### src/common/gom_pkg.sv
// Constants and carrier types for the pin 7 output source multiplexer.
// Assumes a single device clock and a plain strobe-based register port.
package gom_pkg;

   // ****************************************************************
   // Sizes
   // ****************************************************************
   localparam int unsigned ADDR_W     = 8;
   localparam int unsigned DATA_W     = 8;
   localparam int unsigned NUM_RX     = 4;
   localparam int unsigned NUM_TX     = 2;
   localparam int unsigned NUM_REMOTE = 4;
   localparam int unsigned NUM_GPIO   = 8;
   localparam int unsigned FS_MODE_W  = 4;

   // ****************************************************************
   // Register map
   // ****************************************************************
   localparam logic [ADDR_W-1:0] PIN7_CTRL_ADDR   = 8'h17;
   localparam logic [ADDR_W-1:0] PIN7_STATUS_ADDR = 8'h80;
   localparam logic [DATA_W-1:0] PIN7_CTRL_RESET  = 8'h00;
   localparam logic [DATA_W-1:0] READ_ZERO        = 8'h00;

   // Status register bit positions
   localparam int unsigned STAT_PIN_BIT = 0;
   localparam int unsigned STAT_OE_BIT  = 1;
   localparam int unsigned STAT_FS_BIT  = 2;

   // ****************************************************************
   // Source field codes
   // ****************************************************************
   localparam logic [2:0] SRC_RX0    = 3'h0;
   localparam logic [2:0] SRC_RX1    = 3'h1;
   localparam logic [2:0] SRC_RX2    = 3'h2;
   localparam logic [2:0] SRC_RX3    = 3'h3;
   localparam logic [2:0] SRC_STATUS = 3'h4;
   localparam logic [2:0] SRC_RSVD   = 3'h5;
   localparam logic [2:0] SRC_TX0    = 3'h6;
   localparam logic [2:0] SRC_TX1    = 3'h7;

   // ****************************************************************
   // Signal selector codes
   // ****************************************************************
   localparam logic [2:0] SEL_RX_PIN0 = 3'h0;
   localparam logic [2:0] SEL_RX_PIN1 = 3'h1;
   localparam logic [2:0] SEL_RX_PIN2 = 3'h2;
   localparam logic [2:0] SEL_RX_PIN3 = 3'h3;
   localparam logic [2:0] SEL_RX_LOCK = 3'h4;
   localparam logic [2:0] SEL_RX_PASS = 3'h5;
   localparam logic [2:0] SEL_RX_FV   = 3'h6;
   localparam logic [2:0] SEL_RX_LV   = 3'h7;

   localparam logic [2:0] SEL_ST_VALUE    = 3'h0;
   localparam logic [2:0] SEL_ST_LOCK_OR  = 3'h1;
   localparam logic [2:0] SEL_ST_PASS_A   = 3'h2;
   localparam logic [2:0] SEL_ST_PASS_B   = 3'h3;
   localparam logic [2:0] SEL_ST_FSYNC    = 3'h4;

   localparam logic [2:0] SEL_TX_PASS_AND = 3'h0;
   localparam logic [2:0] SEL_TX_PASS_OR  = 3'h1;
   localparam logic [2:0] SEL_TX_FV       = 3'h2;
   localparam logic [2:0] SEL_TX_LV       = 3'h3;
   localparam logic [2:0] SEL_TX_SYNC     = 3'h4;
   localparam logic [2:0] SEL_TX_IRQ      = 3'h5;

   // Frame-sync mode: top bit set selects an external pin
   localparam int unsigned FS_MODE_EXT_BIT = 3;

   // ****************************************************************
   // Carrier types
   // ****************************************************************
   typedef struct packed {
      logic [2:0] sel;
      logic [2:0] src;
      logic       val;
      logic       en;
   } gom_ctrl_t;

   typedef struct packed {
      logic [NUM_REMOTE-1:0] remote_pin;
      logic                  lock;
      logic                  pass;
      logic                  frame_valid;
      logic                  line_valid;
   } gom_rx_t;

   typedef struct packed {
      logic [NUM_RX-1:0] rx_select;
      logic              frame_valid;
      logic              line_valid;
      logic              synced;
      logic              irq;
   } gom_tx_t;

   typedef struct packed {
      logic [ADDR_W-1:0] addr;
      logic [DATA_W-1:0] wdata;
      logic              wr;
      logic              rd;
   } gom_bus_req_t;

   typedef struct packed {
      gom_ctrl_t         ctrl;
      logic              pin;
      logic              oe;
      logic [DATA_W-1:0] rdata;
   } gom_state_t;

endpackage

### src/design/gom_pin7_mux.sv
// Output source multiplexer and drive control for general-purpose pin 7.
// Assumes all inputs are synchronous to clk_in; registers reached over a strobe port.
//
// Decided for this implementation: strobed register access.
`timescale 1ns/10ps
`default_nettype none

module gom_pin7_mux (
   input  wire logic                                     clk_in,
   input  wire logic                                     rst_in,
   input  wire gom_pkg::gom_bus_req_t                    bus_in,
   output logic [gom_pkg::DATA_W-1:0]                    rdata_out,
   input  wire gom_pkg::gom_rx_t [gom_pkg::NUM_RX-1:0]   rx_in,
   input  wire logic [gom_pkg::NUM_RX-1:0]               rx_enable_in,
   input  wire gom_pkg::gom_tx_t [gom_pkg::NUM_TX-1:0]   tx_in,
   input  wire logic [gom_pkg::FS_MODE_W-1:0]            fs_mode_in,
   input  wire logic                                     fs_internal_in,
   input  wire logic [gom_pkg::NUM_GPIO-1:0]             gpio_in,
   output logic                                          pin_out,
   output logic                                          pin_oe_out
);
   import gom_pkg::*;

   // ****************************************************************
   // Helpers
   // ****************************************************************
   // AND over the masked members; an empty mask gives low
   function automatic logic mask_and(input logic [NUM_RX-1:0] v, input logic [NUM_RX-1:0] m);
      mask_and = (|m) & (&(v | ~m));
   endfunction

   function automatic logic mask_or(input logic [NUM_RX-1:0] v, input logic [NUM_RX-1:0] m);
      mask_or = |(v & m);
   endfunction

   function automatic logic rx_pick(input gom_rx_t rx, input logic [2:0] sel);
      rx_pick = 1'b0;
      unique case (sel)
         SEL_RX_PIN0, SEL_RX_PIN1,
         SEL_RX_PIN2, SEL_RX_PIN3 : rx_pick = rx.remote_pin[sel[1:0]];
         SEL_RX_LOCK              : rx_pick = rx.lock;
         SEL_RX_PASS              : rx_pick = rx.pass;
         SEL_RX_FV                : rx_pick = rx.frame_valid;
         SEL_RX_LV                : rx_pick = rx.line_valid;
      endcase
   endfunction

   function automatic logic tx_pick(input gom_tx_t tx, input logic [NUM_RX-1:0] pass_v,
                                    input logic [2:0] sel);
      tx_pick = 1'b0;
      unique case (sel)
         SEL_TX_PASS_AND : tx_pick = mask_and(pass_v, tx.rx_select);
         SEL_TX_PASS_OR  : tx_pick = mask_or(pass_v, tx.rx_select);
         SEL_TX_FV       : tx_pick = tx.frame_valid;
         SEL_TX_LV       : tx_pick = tx.line_valid;
         SEL_TX_SYNC     : tx_pick = tx.synced;
         SEL_TX_IRQ      : tx_pick = tx.irq;
         default         : tx_pick = 1'b0;
      endcase
   endfunction

   // ****************************************************************
   // State
   // ****************************************************************
   gom_state_t              state_q;
   gom_state_t              state_d;
   logic [NUM_RX-1:0]       lock_v;
   logic [NUM_RX-1:0]       pass_v;
   logic                    fs_lvl;
   logic                    sel_lvl;
   logic [DATA_W-1:0]       status_val;

   // ****************************************************************
   // Per-port status vectors
   // ****************************************************************
   for (genvar i = 0; i < NUM_RX; i++) begin : g_rx
      assign lock_v[i] = rx_in[i].lock;
      assign pass_v[i] = rx_in[i].pass;
   end

   gom_fsync_sel u_fsync (
      .fs_mode_in     (fs_mode_in),
      .fs_internal_in (fs_internal_in),
      .gpio_in        (gpio_in),
      .fs_out         (fs_lvl)
   );

   // ****************************************************************
   // Source selection
   // ****************************************************************
   always_comb begin
      sel_lvl = 1'b0;
      unique case (state_q.ctrl.src)
         SRC_RX0, SRC_RX1,
         SRC_RX2, SRC_RX3 : begin
            sel_lvl = rx_pick(rx_in[state_q.ctrl.src[1:0]], state_q.ctrl.sel);
         end
         SRC_STATUS : begin
            unique case (state_q.ctrl.sel)
               SEL_ST_VALUE   : sel_lvl = state_q.ctrl.val;
               SEL_ST_LOCK_OR : sel_lvl = mask_or(lock_v, rx_enable_in);
               SEL_ST_PASS_A,
               SEL_ST_PASS_B  : sel_lvl = mask_and(pass_v, rx_enable_in);
               SEL_ST_FSYNC   : sel_lvl = fs_lvl;
               default        : sel_lvl = 1'b0;
            endcase
         end
         SRC_RSVD : begin
            sel_lvl = 1'b0;
         end
         SRC_TX0, SRC_TX1 : begin
            sel_lvl = tx_pick(tx_in[state_q.ctrl.src[0]], pass_v, state_q.ctrl.sel);
         end
      endcase
   end

   // ****************************************************************
   // Register port and pin drive
   // ****************************************************************
   always_comb begin
      status_val               = READ_ZERO;
      status_val[STAT_PIN_BIT] = state_q.pin;
      status_val[STAT_OE_BIT]  = state_q.oe;
      status_val[STAT_FS_BIT]  = fs_lvl;

      state_d       = state_q;
      state_d.rdata = READ_ZERO;
      if (bus_in.wr && (bus_in.addr == PIN7_CTRL_ADDR)) begin
         state_d.ctrl = gom_ctrl_t'(bus_in.wdata);
      end
      if (bus_in.rd) begin
         if (bus_in.addr == PIN7_CTRL_ADDR) begin
            state_d.rdata = state_q.ctrl;
         end else if (bus_in.addr == PIN7_STATUS_ADDR) begin
            state_d.rdata = status_val;
         end
      end
      // Driver off holds the data line low so nothing stale appears when re-enabled
      state_d.oe  = state_q.ctrl.en;
      state_d.pin = state_q.ctrl.en & sel_lvl;
   end

   always_ff @(posedge clk_in) begin
      if (rst_in) begin
         state_q       <= '0;
         state_q.ctrl  <= gom_ctrl_t'(PIN7_CTRL_RESET);
      end else begin
         state_q <= state_d;
      end
   end

   assign rdata_out  = state_q.rdata;
   assign pin_out    = state_q.pin;
   assign pin_oe_out = state_q.oe;

endmodule

`default_nettype wire

### src/design/gom_fsync_sel.sv
// Frame-sync source selector for the pin 7 output multiplexer.
// Assumes the internal generator output and the pins are synchronous to the device clock.
`timescale 1ns/10ps
`default_nettype none

module gom_fsync_sel (
   input  wire logic [gom_pkg::FS_MODE_W-1:0] fs_mode_in,
   input  wire logic                          fs_internal_in,
   input  wire logic [gom_pkg::NUM_GPIO-1:0]  gpio_in,
   output logic                               fs_out
);
   import gom_pkg::*;

   // ****************************************************************
   // Internal generator or one of the external pins
   // ****************************************************************
   always_comb begin
      if (fs_mode_in[FS_MODE_EXT_BIT]) begin
         fs_out = gpio_in[fs_mode_in[FS_MODE_EXT_BIT-1:0]];
      end else begin
         fs_out = fs_internal_in;
      end
   end

endmodule

`default_nettype wire

### config.mk
export PLATFORM = sky130hd
export DESIGN_NAME = gom_pin7_mux
export DESIGN_NICKNAME = d
export VERILOG_FILES = /design/src/common/gom_pkg.sv /design/src/design/gom_pin7_mux.sv /design/src/design/gom_fsync_sel.sv
export SDC_FILE = /design/constraint.sdc
export NUM_CORES = 1
export LEC_CHECK = 0
export ABC_AREA = 1
export ABC_CLOCK_PERIOD_IN_PS = 1200
export BUFFER_PORTS_ARGS = -buffer_cell sky130_fd_sc_hd__buf_2
export CAP_MARGIN = 10
export CELL_PAD_IN_SITES_DETAIL_PLACEMENT = 1
export CELL_PAD_IN_SITES_GLOBAL_PLACEMENT = 1
export CORE_AREA = 10 10 92 94
export CTS_CLUSTER_DIAMETER = 120
export DETAILED_ROUTE_END_ITERATION = 10
export DIE_AREA = 0 0 102 104
export PLACE_DENSITY = 0.84
export SLEW_MARGIN = 20
export SYNTH_ARGS = -nofsm -noshare
export SYNTH_HDL_FRONTEND = slang
export SYNTH_SLANG_ARGS = --single-unit
### constraint.sdc
create_clock -name clk_in -period 1.2 [get_ports clk_in]
set_input_delay 0.18 -clock clk_in [delete_from_list [all_inputs] [get_ports clk_in]]
set_output_delay 0.18 -clock clk_in [all_outputs]
set_load 0.005 [all_outputs]
# After elaboration in Yosys (flattened, before gate mapping)
# Index checks and enable logic that the tools add are counted.
dict set report op_classes {
  n_lt_le_gt_ge 4
  eq_ne 16
  muxes 15
  n_bitwise 10
  n_reduce_logical 14
}
# op n
set op_table {}
lappend op_table {{$mux W8} 4}
lappend op_table {{$eq A3 B3 Y1 const B} 8}
lappend op_table {{$reduce_or A4 Y1} 6}
lappend op_table {{$bmux W8 S2} 1}
lappend op_table {{$eq A3 B2 Y1 const B} 4}
lappend op_table {{$and A4 B4 Y4} 2}
lappend op_table {{$eq A8 B5 Y1 const B} 1}
lappend op_table {{$eq A8 B8 Y1 const B} 1}
lappend op_table {{$not A4 Y4} 2}
lappend op_table {{$or A4 B4 Y4} 2}
lappend op_table {{$pmux W1 S4} 2}
lappend op_table {{$reduce_and A4 Y1} 2}
lappend op_table {{$eq A3 B1 Y1 const B} 2}
lappend op_table {{$logic_not A3 Y1} 2}
lappend op_table {{$lt A2 B3 Y1 const B} 2}
lappend op_table {{$pmux W1 S6} 1}
lappend op_table {{$reduce_or A2 Y1} 3}
lappend op_table {{$pmux W1 S5} 1}
lappend op_table {{$lt A3 B4 Y1 const B} 1}
lappend op_table {{$and A1 B1 Y1} 3}
lappend op_table {{$bmux W1 S3} 1}
lappend op_table {{$mux W1} 3}
lappend op_table {{$mux W3} 1}
lappend op_table {{$bmux W1 S2} 1}
lappend op_table {{3 further kinds} 3}
dict set report word_totals {
  ff_bits 18
  input_bits 85
  output_inout_bits 10
  word_cells 66
}

# Depth between registers and ports, before layout
dict set report logic_depth {
  ltp_word 9
  mapped_depth 13
  depth_no_buf 11
}

# Cells and area by module
# A second synthesis with hierarchy kept.
dict set report hier_totals {
  cells_unflattened 303
  hier_area_um2 1620.3
}
# mod instances cells_each area_each_um2 seq_area_each_um2
set modules_own_cells {}
lappend modules_own_cells {gom_pin7_mux 1 275 1507.7 360.3}
lappend modules_own_cells {gom_fsync_sel 1 28 112.6 0.0}

# Worst setup path before layout
# No wires, ideal clock.
dict set report synth_timing {
  kind {flip-flop to flip-flop}
  from {register state_q[12] (netlist name)}
  to {register state_q, in the netlist pin_out}
  setup_ns 0.119
  t_arrival_ns 1.139
  t_required_ns 1.081
  slack_ns -0.058
  path_stages_with_launch 12
  path_buffers 2
  period_less_slack_ns 1.258
  path_cell_list {dfxtp_1 > buf_6 > inv_8 > buf_6 > nand2_1 > nand2_1 > nand2_1 > nand2_1 > nor2_1 > nand3_1 > a21oi_1 > a21oi_2}
}
dict set report synth_via {
  elab_chain_len 9
  elab_cells_between_ends 27
  classes_between {7 x eq/ne; 9 x mux; 5 x bitwise; 6 x reduce/logical}
}
# element line_no
set synth_lines {}
lappend synth_lines {{start, declared} gom_pin7_mux.sv:65} ;# gom_state_t state_q;
lappend synth_lines {{start signal, assigned} gom_pin7_mux.sv:148} ;# state_q <= state_d;
lappend synth_lines {{$mux W8 (implied by the code) (2 in series)} gom_pin7_mux.sv:112} ;# sel_lvl = tx_pick(tx_in[state_q.ctrl.src[0]], pass_v, state_q.ctrl.sel);
lappend synth_lines {{$not A4 Y4} gom_pin7_mux.sv:29} ;# mask_and = (|m) & (&(v | ~m));
lappend synth_lines {{$or A4 B4 Y4} gom_pin7_mux.sv:29}
lappend synth_lines {{$reduce_and A4 Y1} gom_pin7_mux.sv:29}
lappend synth_lines {{$and A1 B1 Y1} gom_pin7_mux.sv:29}
lappend synth_lines {{$pmux W1 S6} gom_pin7_mux.sv:51} ;# unique case (sel)
lappend synth_lines {{$pmux W1 S4 (*)} gom_pin7_mux.sv:93} ;# unique case (state_q.ctrl.src)
lappend synth_lines {{$and A1 B1 Y1 (*)} gom_pin7_mux.sv:140} ;# state_d.pin = state_q.ctrl.en & sel_lvl;
# Mark *: on every way between the ends. The rest lies on a longest branch, timed or not. The select of a mux whose other input is x is not followed.
# A chain may end at the register's enable or synchronous reset.

# Worst setup path after layout
# Same ends and word-level chain as after synthesis.

==> impl_metrics.toml <==
[floorplan]
dieWidth_um = 102
pin_count = 95
start_util = 0.241
core-area_sq_um = 6680
rows = 30
fp.dieH_um = 104
die-area_sq_um = 10600

[timing]
worst_slew_pin_slew_ps = 376
final-hold-violation-count = 0
rsz0062_at_grt = "true"
setup_viol = 1
min_period_over_period = 1.18
final-max-slew-violation-count = 0
min_period_ps = 1420
fmax_mhz = 706
setup_slack_ps = -216
slew_headroom = 0.748
skew_ps = 0.654

[synthesis]
synthesis.area_sq_um = 1610
synth_top_area_frac = 0.226
ys_warn_count = 0
synth_area_leaders = "nand2_1 (23%), dfxtp_1 (22%), inv_1 (8.9%)"
ys.flop_type = "dfxtp_1"
synth_area_leader_cell = "nand2_1"
syn_avg_cell_area_sq_um = 5.74
syn_inst = 281
synth-seq-cells = 18
yosysMostFrequentCell = "nand2_1"
synth_cell_types = 27
synth_edf_count = 0
async_flop_share = 0
yosysSeqAreaShare = 0.224
synth.net_count = 366
yosys-top-cells-count = "nand2_1 (97), inv_1 (38), nor2_1 (26)"

[place]
hpwlAfterDp_um = 5810
dpl-instance-area_sq_um = 2250
place.gp.congestion = 0.804
io_buffers = 94
dp_slack_ps = -264

[critical_path]
cp.arrival_ps = 1570
setup.worst_path.start_class = "register"
cpMostUsedCell = "nand2_1"
critPathMaxFanout = 5
cp-startpoint = "state_q[12]$_SDFFE_PP0P_"
critPathRequiredTime_ps = 1350
critPathTopFamily = "simple AND/OR/NAND/NOR gates"
max_stage_delay_ps = 360
crit_path_end = "pin_out$_SDFF_PP0_"
r2r_cells = 10
path_cells = "buf_12, buf_6, nand2_2, nand2_1, nand2_1, nand2_1, nor2_2, nand3_2, a21oi_2, a21oi_2"
path_depth = 10
crit_type = "reg -> reg"
r2r-start = "state_q[12]$_SDFFE_PP0P_"
r2r-end = "pin_out$_SDFF_PP0_"
ff2ff_setup_slack_ps = -220
cp_num_buf_inv = 2
slowest_stage = "dfxtp_4"
crit_path_end_kind = "register"

[flow_run]
drv_cap = 0

[routing]
routedWlPerCell_um = 14.3
vias = 2121
viasPerCell = 4.52
drt_wl_total_um = 6710
dr.pass1.iters = 4
drtIter0Drc = 57
drc = 0
ant_nets = 0

[cts]
cts_tree = "yes"
clock-sinks = 18
cts_made_buffers = 3
htree_levels = 1
clk_latency_ps = 250
holdBufCountCts = 0
clk_pin_slew_ps = 70
clock_path_buffers = 2
clockRootBuffer = "clkbuf_8"

[power_and_ir_drop]
cell_internal_pwr_uw = 1060
leakagePower_uw = 0.00132
cellPowerDensity_nw_per_um2 = 600
comb_power_share = 0.230
seq_power_share = 0.418
p_sw_frac = 0.260
finalPower_uw = 1430
clockPowerShare = 0.352
ir_drop_v = 0.000259
p_switching_uw = 370

[status]
violations = "setup timing"
status = "finished with violations"

[grt]
grt_overflow = 0
grt_pass1_vias = 2398
grt_max_degree = 15
track_usage = 0.122
antenna_found_initial = 0
grt_pass1_wl_um = 10800

[final_layout]
nets = 475
n_antenna_cell = 0
syn_to_final_growth_pct = 47.4
final_core_util = 0.356
final_area_sq_um = 2380
layout-drive-gt1-share = 0.380

[min_path]
hp-class = "in -> reg"
-- placed cells by master, fill, tap and decap left out, types with 2 or more instances in the layout --
master    netlist  final
buf_2           1     94
buf_12          0      2
nor3_1          3      3
buf_6           7      3
nand2_2         1      6
a21oi_1        16     15
nand3_2         2      2
dfxtp_1        18     17
o22ai_1         4      4
nor2_2          0      3
buf_4           8     21
o21ai_0        13     11
nand2_1        97     92
clkbuf_8        0      4
o21ai_1        11     13
nand3_1        22     21
a21oi_2         2      3
nor2_1         26     23
inv_1          38     37
inv_2           2      3
-- worst reg2reg max path: stages, from the launching register on --
cell and delay, ps:
dfxtp_4 360, buf_12 150, buf_6 130, nand2_2 40
nand2_1 60, nand2_1 80, nand2_1 60, nor2_2 120
nand3_2 90, a21oi_2 160, a21oi_2 70
-- through the flow --
stage | setup TNS [ps] | hold WS [ps] | cells
6_report | -216 | 140 | 469
5_1_grt | -278 | 139 | 469
3_5_place_dp | -2710 | 408 | 464
2_1_floorplan | -46.1 | 274 | 281
4_1_cts | -220 | 142 | 469
3_3_place_gp | -1870 | 416 | 464
-- repair_timing --
item,4_1_cts,5_1_grt
pin swaps,8,4
setup buffers,0,0
resized for setup,11,10
setup endpoints to repair,1,5
gates cloned,1,0
-- registers in the layout, summed over array words and instances (netlist names) --
signal / flops
pin_out: 1
state_d: 1
rdata_out: 8
pin_oe_out: 1
state_q: 7
-- how the worst min path moves through the flow --
stage / start / to / slack (ps) / cells past startpoint
after global routing: rst_in / pin_oe_out$_SDFF_PP0_ / 140 / 2
final: rst_in / pin_oe_out$_SDFF_PP0_ / 140 / 2
after CTS: rst_in / pin_oe_out$_SDFF_PP0_ / 140 / 2
after detailed placement: rst_in / pin_oe_out$_SDFF_PP0_ / 410 / 2
after global placement: rst_in / pin_oe_out$_SDFF_PP0_ / 420 / 2
after floorplan: rst_in / pin_oe_out$_SDFF_PP0_ / 270 / 1
-- cells by family (layout without fill, tap and decap cells) --
logic type | after synthesis | count (layout) | synth area share
DFF | 18 | 18 | 0.224
and+or+nand+nor | 158 | 158 | 0.422
buffers and inverters | 58 | 166 | 0.199
AOI/OAI and AO/OA | 47 | 47 | 0.156
-- final cells by class --
class / count / area (sq um)
Tap cell: 80 / 100
Timing Repair inverter: 1 / 8.76
Fill cell: 922 / 4310
Multi-Input combinational cell: 205 / 976
Timing Repair Buffer: 120 / 702
Clock buffer: 4 / 55.1
Sequential cell: 18 / 364
Inverter: 41 / 170
-- routing by layer --
layer / part of all wire / vias to the layer above / global-route usage
li1: - / 1090 / -
met1: 0.38 / 971 / 0.118
met2: 0.53 / 54 / 0.239
met3: 0.081 / 6 / 0.0372
met4: 0.0089 / 0 / 0.0272
met5: 0 / - / 0
-- power by group through the flow --
stage / Clock (uW) / Sequential (uW) / Combinational, uW
6_report: 501 / 596 / 328
5_1_grt: 530 / 596 / 371
4_1_cts: 508 / 598 / 328
3_5_place_dp: 0 / 612 / 321
3_3_place_gp: 0 / 612 / 307
2_1_floorplan: 0 / 612 / 129
Note: power is estimated with default switching activity, not from simulation.
